===== config.mk =====
export PLATFORM = sky130hd
export DESIGN_NAME = swc_sleep_wake
export DESIGN_NICKNAME = d
export VERILOG_FILES = /design/src/core/swc_pkg.sv /design/src/core/swc_sleep_wake.sv
export VERILOG_INCLUDE_DIRS = /design/src /design/src/core
export SDC_FILE = /design/constraint.sdc
export NUM_CORES = 1
export LEC_CHECK = 0
export BUFFER_PORTS_ARGS = -buffer_cell sky130_fd_sc_hd__buf_4
export CAP_MARGIN = 20
export CORE_ASPECT_RATIO = 1.1
export CORE_UTILIZATION = 49
export DETAILED_ROUTE_END_ITERATION = 10
export PLACE_DENSITY_LB_ADDON = 0.3
export SLEW_MARGIN = 20
export SYNTH_ARGS = -nofsm -noshare
export SYNTH_HDL_FRONTEND = slang
export SYNTH_SLANG_ARGS = --single-unit

===== constraint.sdc =====
create_clock -name clock -period 3.1 [get_ports clock]
set_clock_uncertainty 0.05 [all_clocks]
set_input_delay 0.155 -clock clock [delete_from_list [all_inputs] [get_ports clock]]
set_output_delay 0.155 -clock clock [all_outputs]
set_load 0.1 [all_outputs]

===== src/core/swc_cfg.svh =====
`ifndef SWC_CFG_SVH
`define SWC_CFG_SVH

// ************************************************************
// Timing
// ************************************************************
`define SWC_CLK_HZ          10000000
`define SWC_HOLD_OFF_S      3
`define SWC_HOLD_OFF_CYC    (`SWC_HOLD_OFF_S * `SWC_CLK_HZ)

// ************************************************************
// Wake source bit positions
// ************************************************************
`define SWC_SRC_LAN         0
`define SWC_SRC_RING        1
`define SWC_SRC_USB         2
`define SWC_SRC_PS2         3
`define SWC_SRC_PME         4
`define SWC_SRC_PCIE        5
`define SWC_SRC_BTN         6
`define SWC_NUM_SRC         7

// ************************************************************
// Reset values
// ************************************************************
`define SWC_RST_S5_LAN_EN   1'b0
`define SWC_RST_S5_PME_EN   1'b0

`endif


===== src/core/swc_pkg.sv =====
package swc_pkg;

    // Sleeping state requested by the operating system
    typedef enum logic [2:0] {
        SWC_REQ_S1 = 3'h1,
        SWC_REQ_S3 = 3'h3,
        SWC_REQ_S4 = 3'h4,
        SWC_REQ_S5 = 3'h5
    } swc_sleep_t;

    typedef enum logic [5:0] {
        SWC_ST_S0 = 6'h01,
        SWC_ST_S1 = 6'h02,
        SWC_ST_S3 = 6'h04,
        SWC_ST_S4 = 6'h08,
        SWC_ST_S5 = 6'h10,
        SWC_ST_WK = 6'h20
    } swc_state_t;

    // Raw wake sources, all from outside the clock domain
    typedef struct packed {
        logic lan_wake;
        logic modem_ring;
        logic usb_activity;
        logic ps2_activity;
        logic pme_active;
        logic pcie_wake;
    } swc_wake_src_t;

    typedef struct packed {
        logic modem_irq_unmasked;
        logic pme_wake_en;
        logic s5_lan_on;
        logic s5_pme_on;
        logic usb_dev_wake_cap;
        logic led_dual_colour;
    } swc_cfg_t;

    typedef struct packed {
        logic power_led_green;
        logic power_led_amber;
        logic cpu_hot_led;
        logic regulator_hot_led;
        logic standby_led;
    } swc_leds_t;

endpackage


===== src/core/swc_sleep_wake.sv =====
// Functional notes
// - A detected network wake-up frame from the LAN subsystem raises a wake request.
// - Modem ring resumes only from S1 or S3, external and internal modems alike.
// - Ring resume needs the modem interrupt to be unmasked.
// - USB activity wakes from S1 or S3 when the peripheral supports USB wake.
// - PS/2 keyboard or mouse activity wakes from S1 or S3.
// - PCI PME wakes from S1, S3, S4 or S5 only with wake-on-PME enabled.
// - PCI Express wake wakes from S1, S3, S4 or S5 with no enable needed.
// - Wake from S3 returns to the last working state held before sleep.
// - In S3 the supply is off and the power LED is amber if dual coloured, else dark.
// - Holding the onboard power button three seconds forces power-off; shorter does not.
// - The processor temperature LED lights while the processor runs hot.
// - The regulator temperature LED lights while the regulator runs hot.
// - The standby LED stays lit while standby power is present.
// - Wake from S5 by LAN or PME is off after defaults until set to power on.
// - Fans run in S0 and S1 and are off when off or in S3, S4 or S5.
`timescale 1ns/1ps
`include "swc_cfg.svh"

module swc_sleep_wake #(
    parameter int unsigned HOLD_OFF_CYC = `SWC_HOLD_OFF_CYC
) (
    input  wire logic                   clock,
    input  wire logic                   rst_n,
    input  wire logic                   clk_en,
    input  wire swc_pkg::swc_wake_src_t wake_src,
    input  wire logic                   power_btn_pressed,
    input  wire logic                   cpu_hot,
    input  wire logic                   regulator_hot,
    input  wire logic                   sleep_req,
    input  wire swc_pkg::swc_sleep_t    sleep_state,
    input  wire swc_pkg::swc_cfg_t      cfg,
    output logic                        supply_on,
    output logic                        fan_on,
    output logic                        wake_pulse,
    output logic                        resume_from_ram,
    output logic                        forced_off,
    output swc_pkg::swc_leds_t          leds,
    output logic [`SWC_NUM_SRC-1:0]     wake_cause
);
    import swc_pkg::*;

    localparam int CW = $clog2(HOLD_OFF_CYC + 1);

    // Refuse a hold time the counter cannot time
    if (HOLD_OFF_CYC < 2) begin : g_bad_hold
        $error("HOLD_OFF_CYC must be at least 2");
    end

    // ************************************************************
    // Input synchronisers
    // ************************************************************
    localparam int NIN = 9;
    logic [NIN-1:0] raw_in;
    logic [NIN-1:0] sy1_ff;
    logic [NIN-1:0] sy2_ff;
    logic [NIN-1:0] sy3_ff;
    logic [NIN-1:0] clean_ff;

    assign raw_in = {regulator_hot, cpu_hot, power_btn_pressed, wake_src};

    genvar gi;
    generate
        for (gi = 0; gi < NIN; gi++) begin : g_sync
            always_ff @(posedge clock or negedge rst_n) begin
                if (!rst_n) begin
                    sy1_ff[gi]   <= 1'b0;
                    sy2_ff[gi]   <= 1'b0;
                    sy3_ff[gi]   <= 1'b0;
                    clean_ff[gi] <= 1'b0;
                end else if (clk_en) begin
                    sy1_ff[gi] <= raw_in[gi];
                    sy2_ff[gi] <= sy1_ff[gi];
                    sy3_ff[gi] <= sy2_ff[gi];
                    if (sy2_ff[gi] == sy3_ff[gi]) begin
                        clean_ff[gi] <= sy3_ff[gi];
                    end
                end
            end
        end
    endgenerate

    swc_wake_src_t src;
    logic          btn;
    logic          cpu_hot_s;
    logic          reg_hot_s;
    assign src       = swc_wake_src_t'(clean_ff[5:0]);
    assign btn       = clean_ff[6];
    assign cpu_hot_s = clean_ff[7];
    assign reg_hot_s = clean_ff[8];

    // ************************************************************
    // Power state machine
    // ************************************************************
    swc_state_t state_ff;
    swc_state_t nxt_state;
    logic [CW-1:0] hold_cnt_ff;
    logic          btn_prev_ff;
    logic          hold_done;
    logic          btn_rise;
    logic [`SWC_NUM_SRC-1:0] wake_vec;
    logic          any_wake;

    function automatic logic in_s1_s3(input swc_state_t st);
        return (st == SWC_ST_S1) || (st == SWC_ST_S3);
    endfunction

    function automatic logic in_sleep(input swc_state_t st);
        return in_s1_s3(st) || (st == SWC_ST_S4) || (st == SWC_ST_S5);
    endfunction

    assign hold_done = btn && (hold_cnt_ff == CW'(HOLD_OFF_CYC - 1));
    assign btn_rise  = btn && !btn_prev_ff;

    always_comb begin
        wake_vec = '0;
        if (in_sleep(state_ff)) begin
            wake_vec[`SWC_SRC_LAN]  = src.lan_wake
                && ((state_ff != SWC_ST_S5) || cfg.s5_lan_on);
            wake_vec[`SWC_SRC_RING] = src.modem_ring && cfg.modem_irq_unmasked
                && in_s1_s3(state_ff);
            wake_vec[`SWC_SRC_USB]  = src.usb_activity && cfg.usb_dev_wake_cap
                && in_s1_s3(state_ff);
            wake_vec[`SWC_SRC_PS2]  = src.ps2_activity && in_s1_s3(state_ff);
            wake_vec[`SWC_SRC_PME]  = src.pme_active && cfg.pme_wake_en
                && ((state_ff != SWC_ST_S5) || cfg.s5_pme_on);
            wake_vec[`SWC_SRC_PCIE] = src.pcie_wake;
            wake_vec[`SWC_SRC_BTN]  = btn_rise;
        end
    end
    assign any_wake = |wake_vec;

    always_comb begin
        nxt_state = state_ff;
        case (state_ff)
            SWC_ST_S0: begin
                if (sleep_req) begin
                    case (sleep_state)
                        SWC_REQ_S1: nxt_state = SWC_ST_S1;
                        SWC_REQ_S3: nxt_state = SWC_ST_S3;
                        SWC_REQ_S4: nxt_state = SWC_ST_S4;
                        SWC_REQ_S5: nxt_state = SWC_ST_S5;
                        default:    nxt_state = SWC_ST_S0;
                    endcase
                end
            end
            SWC_ST_S1, SWC_ST_S3, SWC_ST_S4, SWC_ST_S5: begin
                if (any_wake) begin
                    nxt_state = SWC_ST_WK;
                end
            end
            SWC_ST_WK: nxt_state = SWC_ST_S0;
            default:   nxt_state = SWC_ST_S5;
        endcase
        if (hold_done) begin
            nxt_state = SWC_ST_S5;
        end
    end

    always_ff @(posedge clock or negedge rst_n) begin
        if (!rst_n) begin
            state_ff <= SWC_ST_S5;
        end else if (clk_en) begin
            state_ff <= nxt_state;
        end
    end

    // ************************************************************
    // Power button hold timer
    // ************************************************************
    always_ff @(posedge clock or negedge rst_n) begin
        if (!rst_n) begin
            hold_cnt_ff <= '0;
            btn_prev_ff <= 1'b0;
        end else if (clk_en) begin
            btn_prev_ff <= btn;
            if (!btn) begin
                hold_cnt_ff <= '0;
            end else if (hold_cnt_ff != CW'(HOLD_OFF_CYC - 1)) begin
                hold_cnt_ff <= hold_cnt_ff + CW'(1);
            end
        end
    end

    // ************************************************************
    // Outputs
    // ************************************************************
    always_ff @(posedge clock or negedge rst_n) begin
        if (!rst_n) begin
            wake_pulse      <= 1'b0;
            resume_from_ram <= 1'b0;
            forced_off      <= 1'b0;
            wake_cause      <= '0;
        end else if (clk_en) begin
            wake_pulse      <= in_sleep(state_ff) && any_wake && !hold_done;
            resume_from_ram <= (state_ff == SWC_ST_S3) && any_wake && !hold_done;
            forced_off      <= hold_done && (state_ff != SWC_ST_S5);
            if (in_sleep(state_ff) && any_wake) begin
                wake_cause <= wake_vec;
            end
        end
    end

    always_ff @(posedge clock or negedge rst_n) begin
        if (!rst_n) begin
            supply_on <= 1'b0;
            fan_on    <= 1'b0;
            leds      <= '0;
        end else if (clk_en) begin
            supply_on <= (nxt_state == SWC_ST_S0) || (nxt_state == SWC_ST_S1)
                || (nxt_state == SWC_ST_WK);
            fan_on    <= (nxt_state == SWC_ST_S0) || (nxt_state == SWC_ST_S1);
            leds.power_led_green   <= (nxt_state != SWC_ST_S3) && (nxt_state != SWC_ST_S4)
                && (nxt_state != SWC_ST_S5);
            leds.power_led_amber   <= (nxt_state == SWC_ST_S3) && cfg.led_dual_colour;
            leds.cpu_hot_led       <= cpu_hot_s;
            leds.regulator_hot_led <= reg_hot_s;
            leds.standby_led       <= 1'b1;
        end
    end

endmodule


After elaboration in Yosys (flattened, before gate mapping):

Cells that the tools add are included.

* add/subtract/negate cells: 1
* reductions and logical operators: 40
* muxes and demuxes: 8
* eq/ne operators: 30

Operators with widths (number)
* 25-bit two-way mux: 2
* 25-bit by 1-bit adder with 25-bit output, second input constant: 1
* 25-bit equality test, second input constant: 1
* 25-bit != test, second input constant: 1
* 2-bit AND reduction: 11
* 5-bit case mux with 4 select lines: 1
* 1-bit logical AND: 18
* 6-bit two-way mux: 3
* 6-bit case mux with 3 select lines: 1
* 6-bit by 1-bit equality test with 1-bit output, second input constant: 2
* 6-bit by 2-bit equality test with 1-bit output, second input constant: 2
* 6-bit by 3-bit equality test with 1-bit output, second input constant: 2
* 6-bit equality test, second input constant: 2
* 6-bit by 5-bit != test with 1-bit output, second input constant: 2
* 1-bit equality test: 9
* 1-bit logical OR: 7
* 7-bit two-way mux: 1
* 7-bit OR reduction: 1
* 3-bit equality test, second input constant: 2
* 6-bit by 4-bit equality test with 1-bit output, second input constant: 1
* 6-bit by 5-bit equality test with 1-bit output, second input constant: 1
* 6-bit by 3-bit != test with 1-bit output, second input constant: 1
* 6-bit by 4-bit != test with 1-bit output, second input constant: 1
* 4-bit OR reduction: 1
* 4 further kinds: 5

* output and inout bits: 17
* word-level logic and storage cells: 129
* register bits after elaboration: 85
* input port bits: 22

Longest topological paths before layout:

* depth in word-level cells: 12
* gate-level depth with buffers: 7
* mapped depth without buffers: 6

Worst setup path before layout:

Ideal clock, no wire load.

* kind: register to register
* from: register state_ff[3]
* to: register wake_cause[1]
* data required time: 2.922 ns
* cell stages (with the launch flop): 7
* period minus slack after synthesis: 2.198 ns
* library setup time: 0.128 ns
* path buffers: 1
* arrival time: 2.020 ns
* path slack: 0.902 ns
* path through: dfrtp_1 -> buf_6 -> or4_4 -> o311ai_4 -> nand4_2 -> nand3_4 -> mux2_1

* longest elaborated chain between the ends: 8
* elaborated cells on any way between the ends: 19
* those cells by class: eq/ne (5); mux (1); reduce/logical (13)

Ends and longest elaborated chain
* start, declared: line swc_sleep_wake.sv:95 `swc_state_t state_ff;`
* start signal, assigned: line swc_sleep_wake.sv:164 `state_ff <= nxt_state;`
* 6-bit by 2-bit equality test with 1-bit output or 6-bit by 3-bit equality test with 1-bit output (tied branches): line swc_sleep_wake.sv:105 `return (st == SWC_ST_S1) || (st == SWC_ST_S3);`
* 1-bit logical OR: line swc_sleep_wake.sv:105
* 1-bit logical OR (2 in series): line swc_sleep_wake.sv:109 `return in_s1_s3(st) || (st == SWC_ST_S4) || (st == SWC_ST_S5);`
* 7-bit two-way mux: line swc_sleep_wake.sv:117 `if (in_sleep(state_ff)) begin`
* 7-bit OR reduction: line swc_sleep_wake.sv:131 `assign any_wake = |wake_vec;`
* 1-bit logical AND: line swc_sleep_wake.sv:198 `if (in_sleep(state_ff) && any_wake) begin`
* 2-bit AND reduction (no line)
* end signal, assigned: line swc_sleep_wake.sv:199 `wake_cause <= wake_vec;`
* end, declared: line swc_sleep_wake.sv:39 `` output logic [`SWC_NUM_SRC-1:0] wake_cause ``

Several ways; a longest one is shown, not always the timed one.
A chain may end at the register's enable or synchronous reset.

Worst setup path in the final report:

* from: register hold_cnt_ff[0]
* to: register hold_cnt_ff[8]

* longest elaborated chain between the ends: 3
* elaborated cells on any way between the ends: 6
* those cells by class: add/sub (1); eq/ne (2); mux (2); reduce/logical (1)

Ends and longest elaborated chain
* start, declared: line swc_sleep_wake.sv:97 `logic [CW-1:0] hold_cnt_ff;`
* start signal, assigned: line swc_sleep_wake.sv:180 `hold_cnt_ff <= hold_cnt_ff + CW'(1);`
* 25-bit by 1-bit adder with 25-bit output or 25-bit != test (tied branches): line swc_sleep_wake.sv:180, swc_sleep_wake.sv:179
* 25-bit two-way mux or 2-bit by 1-bit != test with 1-bit output (tied branches)
* 25-bit two-way mux or 2-bit AND reduction (tied branches)

Several ways; a longest one is shown, not always the timed one. The select of a mux whose other input is x is not followed.

==> summary.md <==
The number of placed instances, taps included is 530. The routed via count was 3,262. Clock tree synthesis found a total of 85 sinks. The cell area after technology mapping was 4140 µm²; the maximum number of pins on one net before global-route repair was 86. The horizontal extent of the die is 89.6 µm, and the mean routed wirelength per cell is 15.7 µm. Synthesis produced a netlist whose cell count is 403. The final worst-path cycle share was 79.9%; the number of hold violations in the final report was 0. For the number of rows in the core area, the log shows 34. The highest layer touched by signal routing is met4. The logs give 15,100 µm for the global-route wire length before repair and 4330 µm for the total met2 wirelength after detailed routing. The post-CTS setup-driven buffer insertion count is 0, and the initial antenna violation count is 0. Synthesis inferred 85 register bits. The run gives 349 µm as the detailed-routed wire length on met3. The run gives 3,173 as the via count of the first global-routing pass.

The tools report the headroom to the max-slew limit as 38.5%. The longest clock path from root to sink contains 2 buffers. Leaving out filler cells and counting taps, the final layout contains 557. The peak supply drop is 612 µV, and the overall overflow remaining after global route is 0. The count of buffers inserted at the top-level ports came out at 38. Height of the die: 98.4 µm. The run gives 9 as the number of buffers inserted during clock tree synthesis. The total routing resource utilization after global routing came out at 22.1%. After filler insertion, the fill cell instance count of the layout stands at 684. The die covers 8810 µm². 0 antenna diodes ended up in the layout. Count of endpoints failing setup in the final report: 0.

Static timing analysis puts the maximum clock frequency at 0.404 GHz. The run gives 426 as the post-synth net total. At the end of the flow, the number of nets in the layout was 467.

The class of the tightest hold or removal check was in2reg. After layout, the minimum clock period comes to 2480 ps. Along the worst path, the maximum fanout reaches 25.

The number of synthesized flops with an enable pin came out at 0. The synthesized netlist contains 57 unique library cells. 39 I/O pins were placed.

The worst setup path is captured at a flop. The root buffer cell was clkbuf_8. Clock input transition at the sequential cells of the worst setup and hold paths: 90 ps. After floorplanning, the core was sized to cover 8040 µm². In the final timing run, aggregate negative setup slack is 0 ps. The flip-flop and latch area was 2130 µm². Clock latency reported for the late side of the worst-skew pair: 360 ps.

TritonCTS built the clock tree. Data arrives at the worst endpoint at 2690 ps. In the layout the commonest cells are 84 x dfrtp_1, 51 x o21ai_0, 40 x buf_4. The run finished with clean final reports.

The count of pins over their slew limit was 0. The pre-antenna-repair detailed-routing pass consisted of 5 iterations. STA classifies the critical path startpoint as a flop. Post-layout total power: 3540 µW. Among all flip-flop cells after synthesis, the most frequent one is dfrtp_1. Once the floorplan was initialized, standard cells occupied 51.4% of the core. For this run, the number of Yosys warnings is 0.

The critical path is of the reg2reg type. The total of max-cap violations was 0. The met1 routed wirelength after detailed routing was 3900 µm; the actual slew at the worst max-slew pin was 915 ps. For the detailed-placement wirelength estimate, the log shows 5590 µm. The count of nets left with antenna violations once routing finished came out at 0. A synthesized cell averages 10.3 µm².

Setup repair after global routing left no endpoint under its margin. The area growth from synthesis to layout is 15.8%. After detailed routing, the number of remaining DRC violations is 0. The area taken by multi-input logic gates is 1830 µm², and the number of vias per cell is 5.86.

The final layout contains routed wiring with a total length of 8730 µm. Leaving out fill and tap cells, the most frequent cell in the layout is dfrtp_1. The async set-or-reset flop fraction in the synthesized netlist came out at 100%. For this block, the initial DRC count from the detailed router was 211. At the worst endpoint, the required time is 3310 ps. The total power divided by cell area is 740 nW/µm², and the sequential share of the synthesized area is 51.5%. The analysis attributes to cell leakage a power of 0.00206 µW. The H-tree was split into 3 levels. In the final layout, the share of cells above drive strength 1 is 21.2%.

The congestion estimate from routability-driven global placement came to 0.829.
[worst max-delay path, stage by stage, from the launching register on]
cell     delay (ps)
dfrtp_1         430
ha_1            220
nand3_1         190
or4_4           610
o21ai_2         330
buf_4           330
o21ai_0         140
o31ai_1          80
[flip-flops by register name, summed over array words and instances (netlist names)]
signal and cells:
btn 1, btn_prev_ff 1, clean_ff 6, cpu_hot_s 1, fan_on 1, forced_off 1, hold_cnt_ff 25, leds 5
reg_hot_s 1, resume_from_ram 1, state_ff 6, supply_on 1, sy1_ff 9, sy2_ff 9, sy3_ff 9, wake_cause 7
wake_pulse 1
[path summary, 6_finish.rpt]
path	end	start	slack, ps	cells after the start
min	wake_cause[4]	cfg[4]	30	3
min in group asynchronous	hold_cnt_ff[23]	rst_n	330	2
max	hold_cnt_ff[8]	hold_cnt_ff[0]	620	7
max in group asynchronous	wake_cause[0]	rst_n	2110	2
min reg2reg	leds[0]	leds[0]	440	1
max reg2reg	hold_cnt_ff[8]	hold_cnt_ff[0]	620	7
[through the flow]
stage | hold slack, ps | setup slack, ps | utilization, % | area [µm²]
detailed placement | 342 | 660 | 55.6 | 4470
global route | 35.4 | 429 | 59.6 | 4790
CTS | 22.5 | 624 | 59.5 | 4780
global placement | 338 | 717 | 55.6 | 4470
floorplan | -191 | 902 | - | 4140
finish | 31.5 | 623 | 59.6 | 4790
[cell usage after synthesis (all sizes together), types with 3 or more instances]
master	instances	area share, %
or4	3	0.73
o31ai	14	2.7
clkbuf	11	1.0
nand4	8	1.4
a31oi	9	1.4
buf	11	1.7
nor2b	7	1.1
a21oi	17	2.1
nor4b	3	0.64
nand2b	3	0.45
or2	5	0.82
dfrtp	84	51
nand3	17	2.5
o41ai	7	1.5
nand2	35	3.2
o21a	5	0.91
and3	5	0.76
inv	18	1.6
mux2	26	7.1
o21ai	57	7.0
o2bb2ai	3	0.64
a41oi	3	0.64
nor2	17	1.5
xor2	5	1.1
[report_power, final]
part	switching (µW)	internal [µW]
registers	177	1310
logic	882	389
clock network	467	320
total	1530	2010
[metal layers]
metal	up-vias	track usage, %
li1	1556	-
met1	1607	30.6
met2	87	34.5
met3	12	3.55
met4	0	9.04
met5	-	0
[kinds of logic after synthesis]
group           share of synthesized area [%]
xor+xnor                                 1.27
compound gates                           19.5
simple gates                             15.6
flops                                    51.5
buf+inv                                  4.29
fa+ha+maj                               0.302
mux                                      7.56
[layout make-up]
class / count / share of cell area, %
tap: 108 / 2.82
clock inverter: 7 / 1.70
sequential: 85 / 44.4
inverter: 18 / 1.41
timing repair buffer: 52 / 8.81
multi-input combinational: 278 / 38.2
clock buffer: 9 / 2.59
[repair_timing]
action                                 CTS  global route
endpoints found under the hold margin   94             0
gates resized for setup                  0             0
hold buffers                            11             0
(Power assumes the default switching activity.)
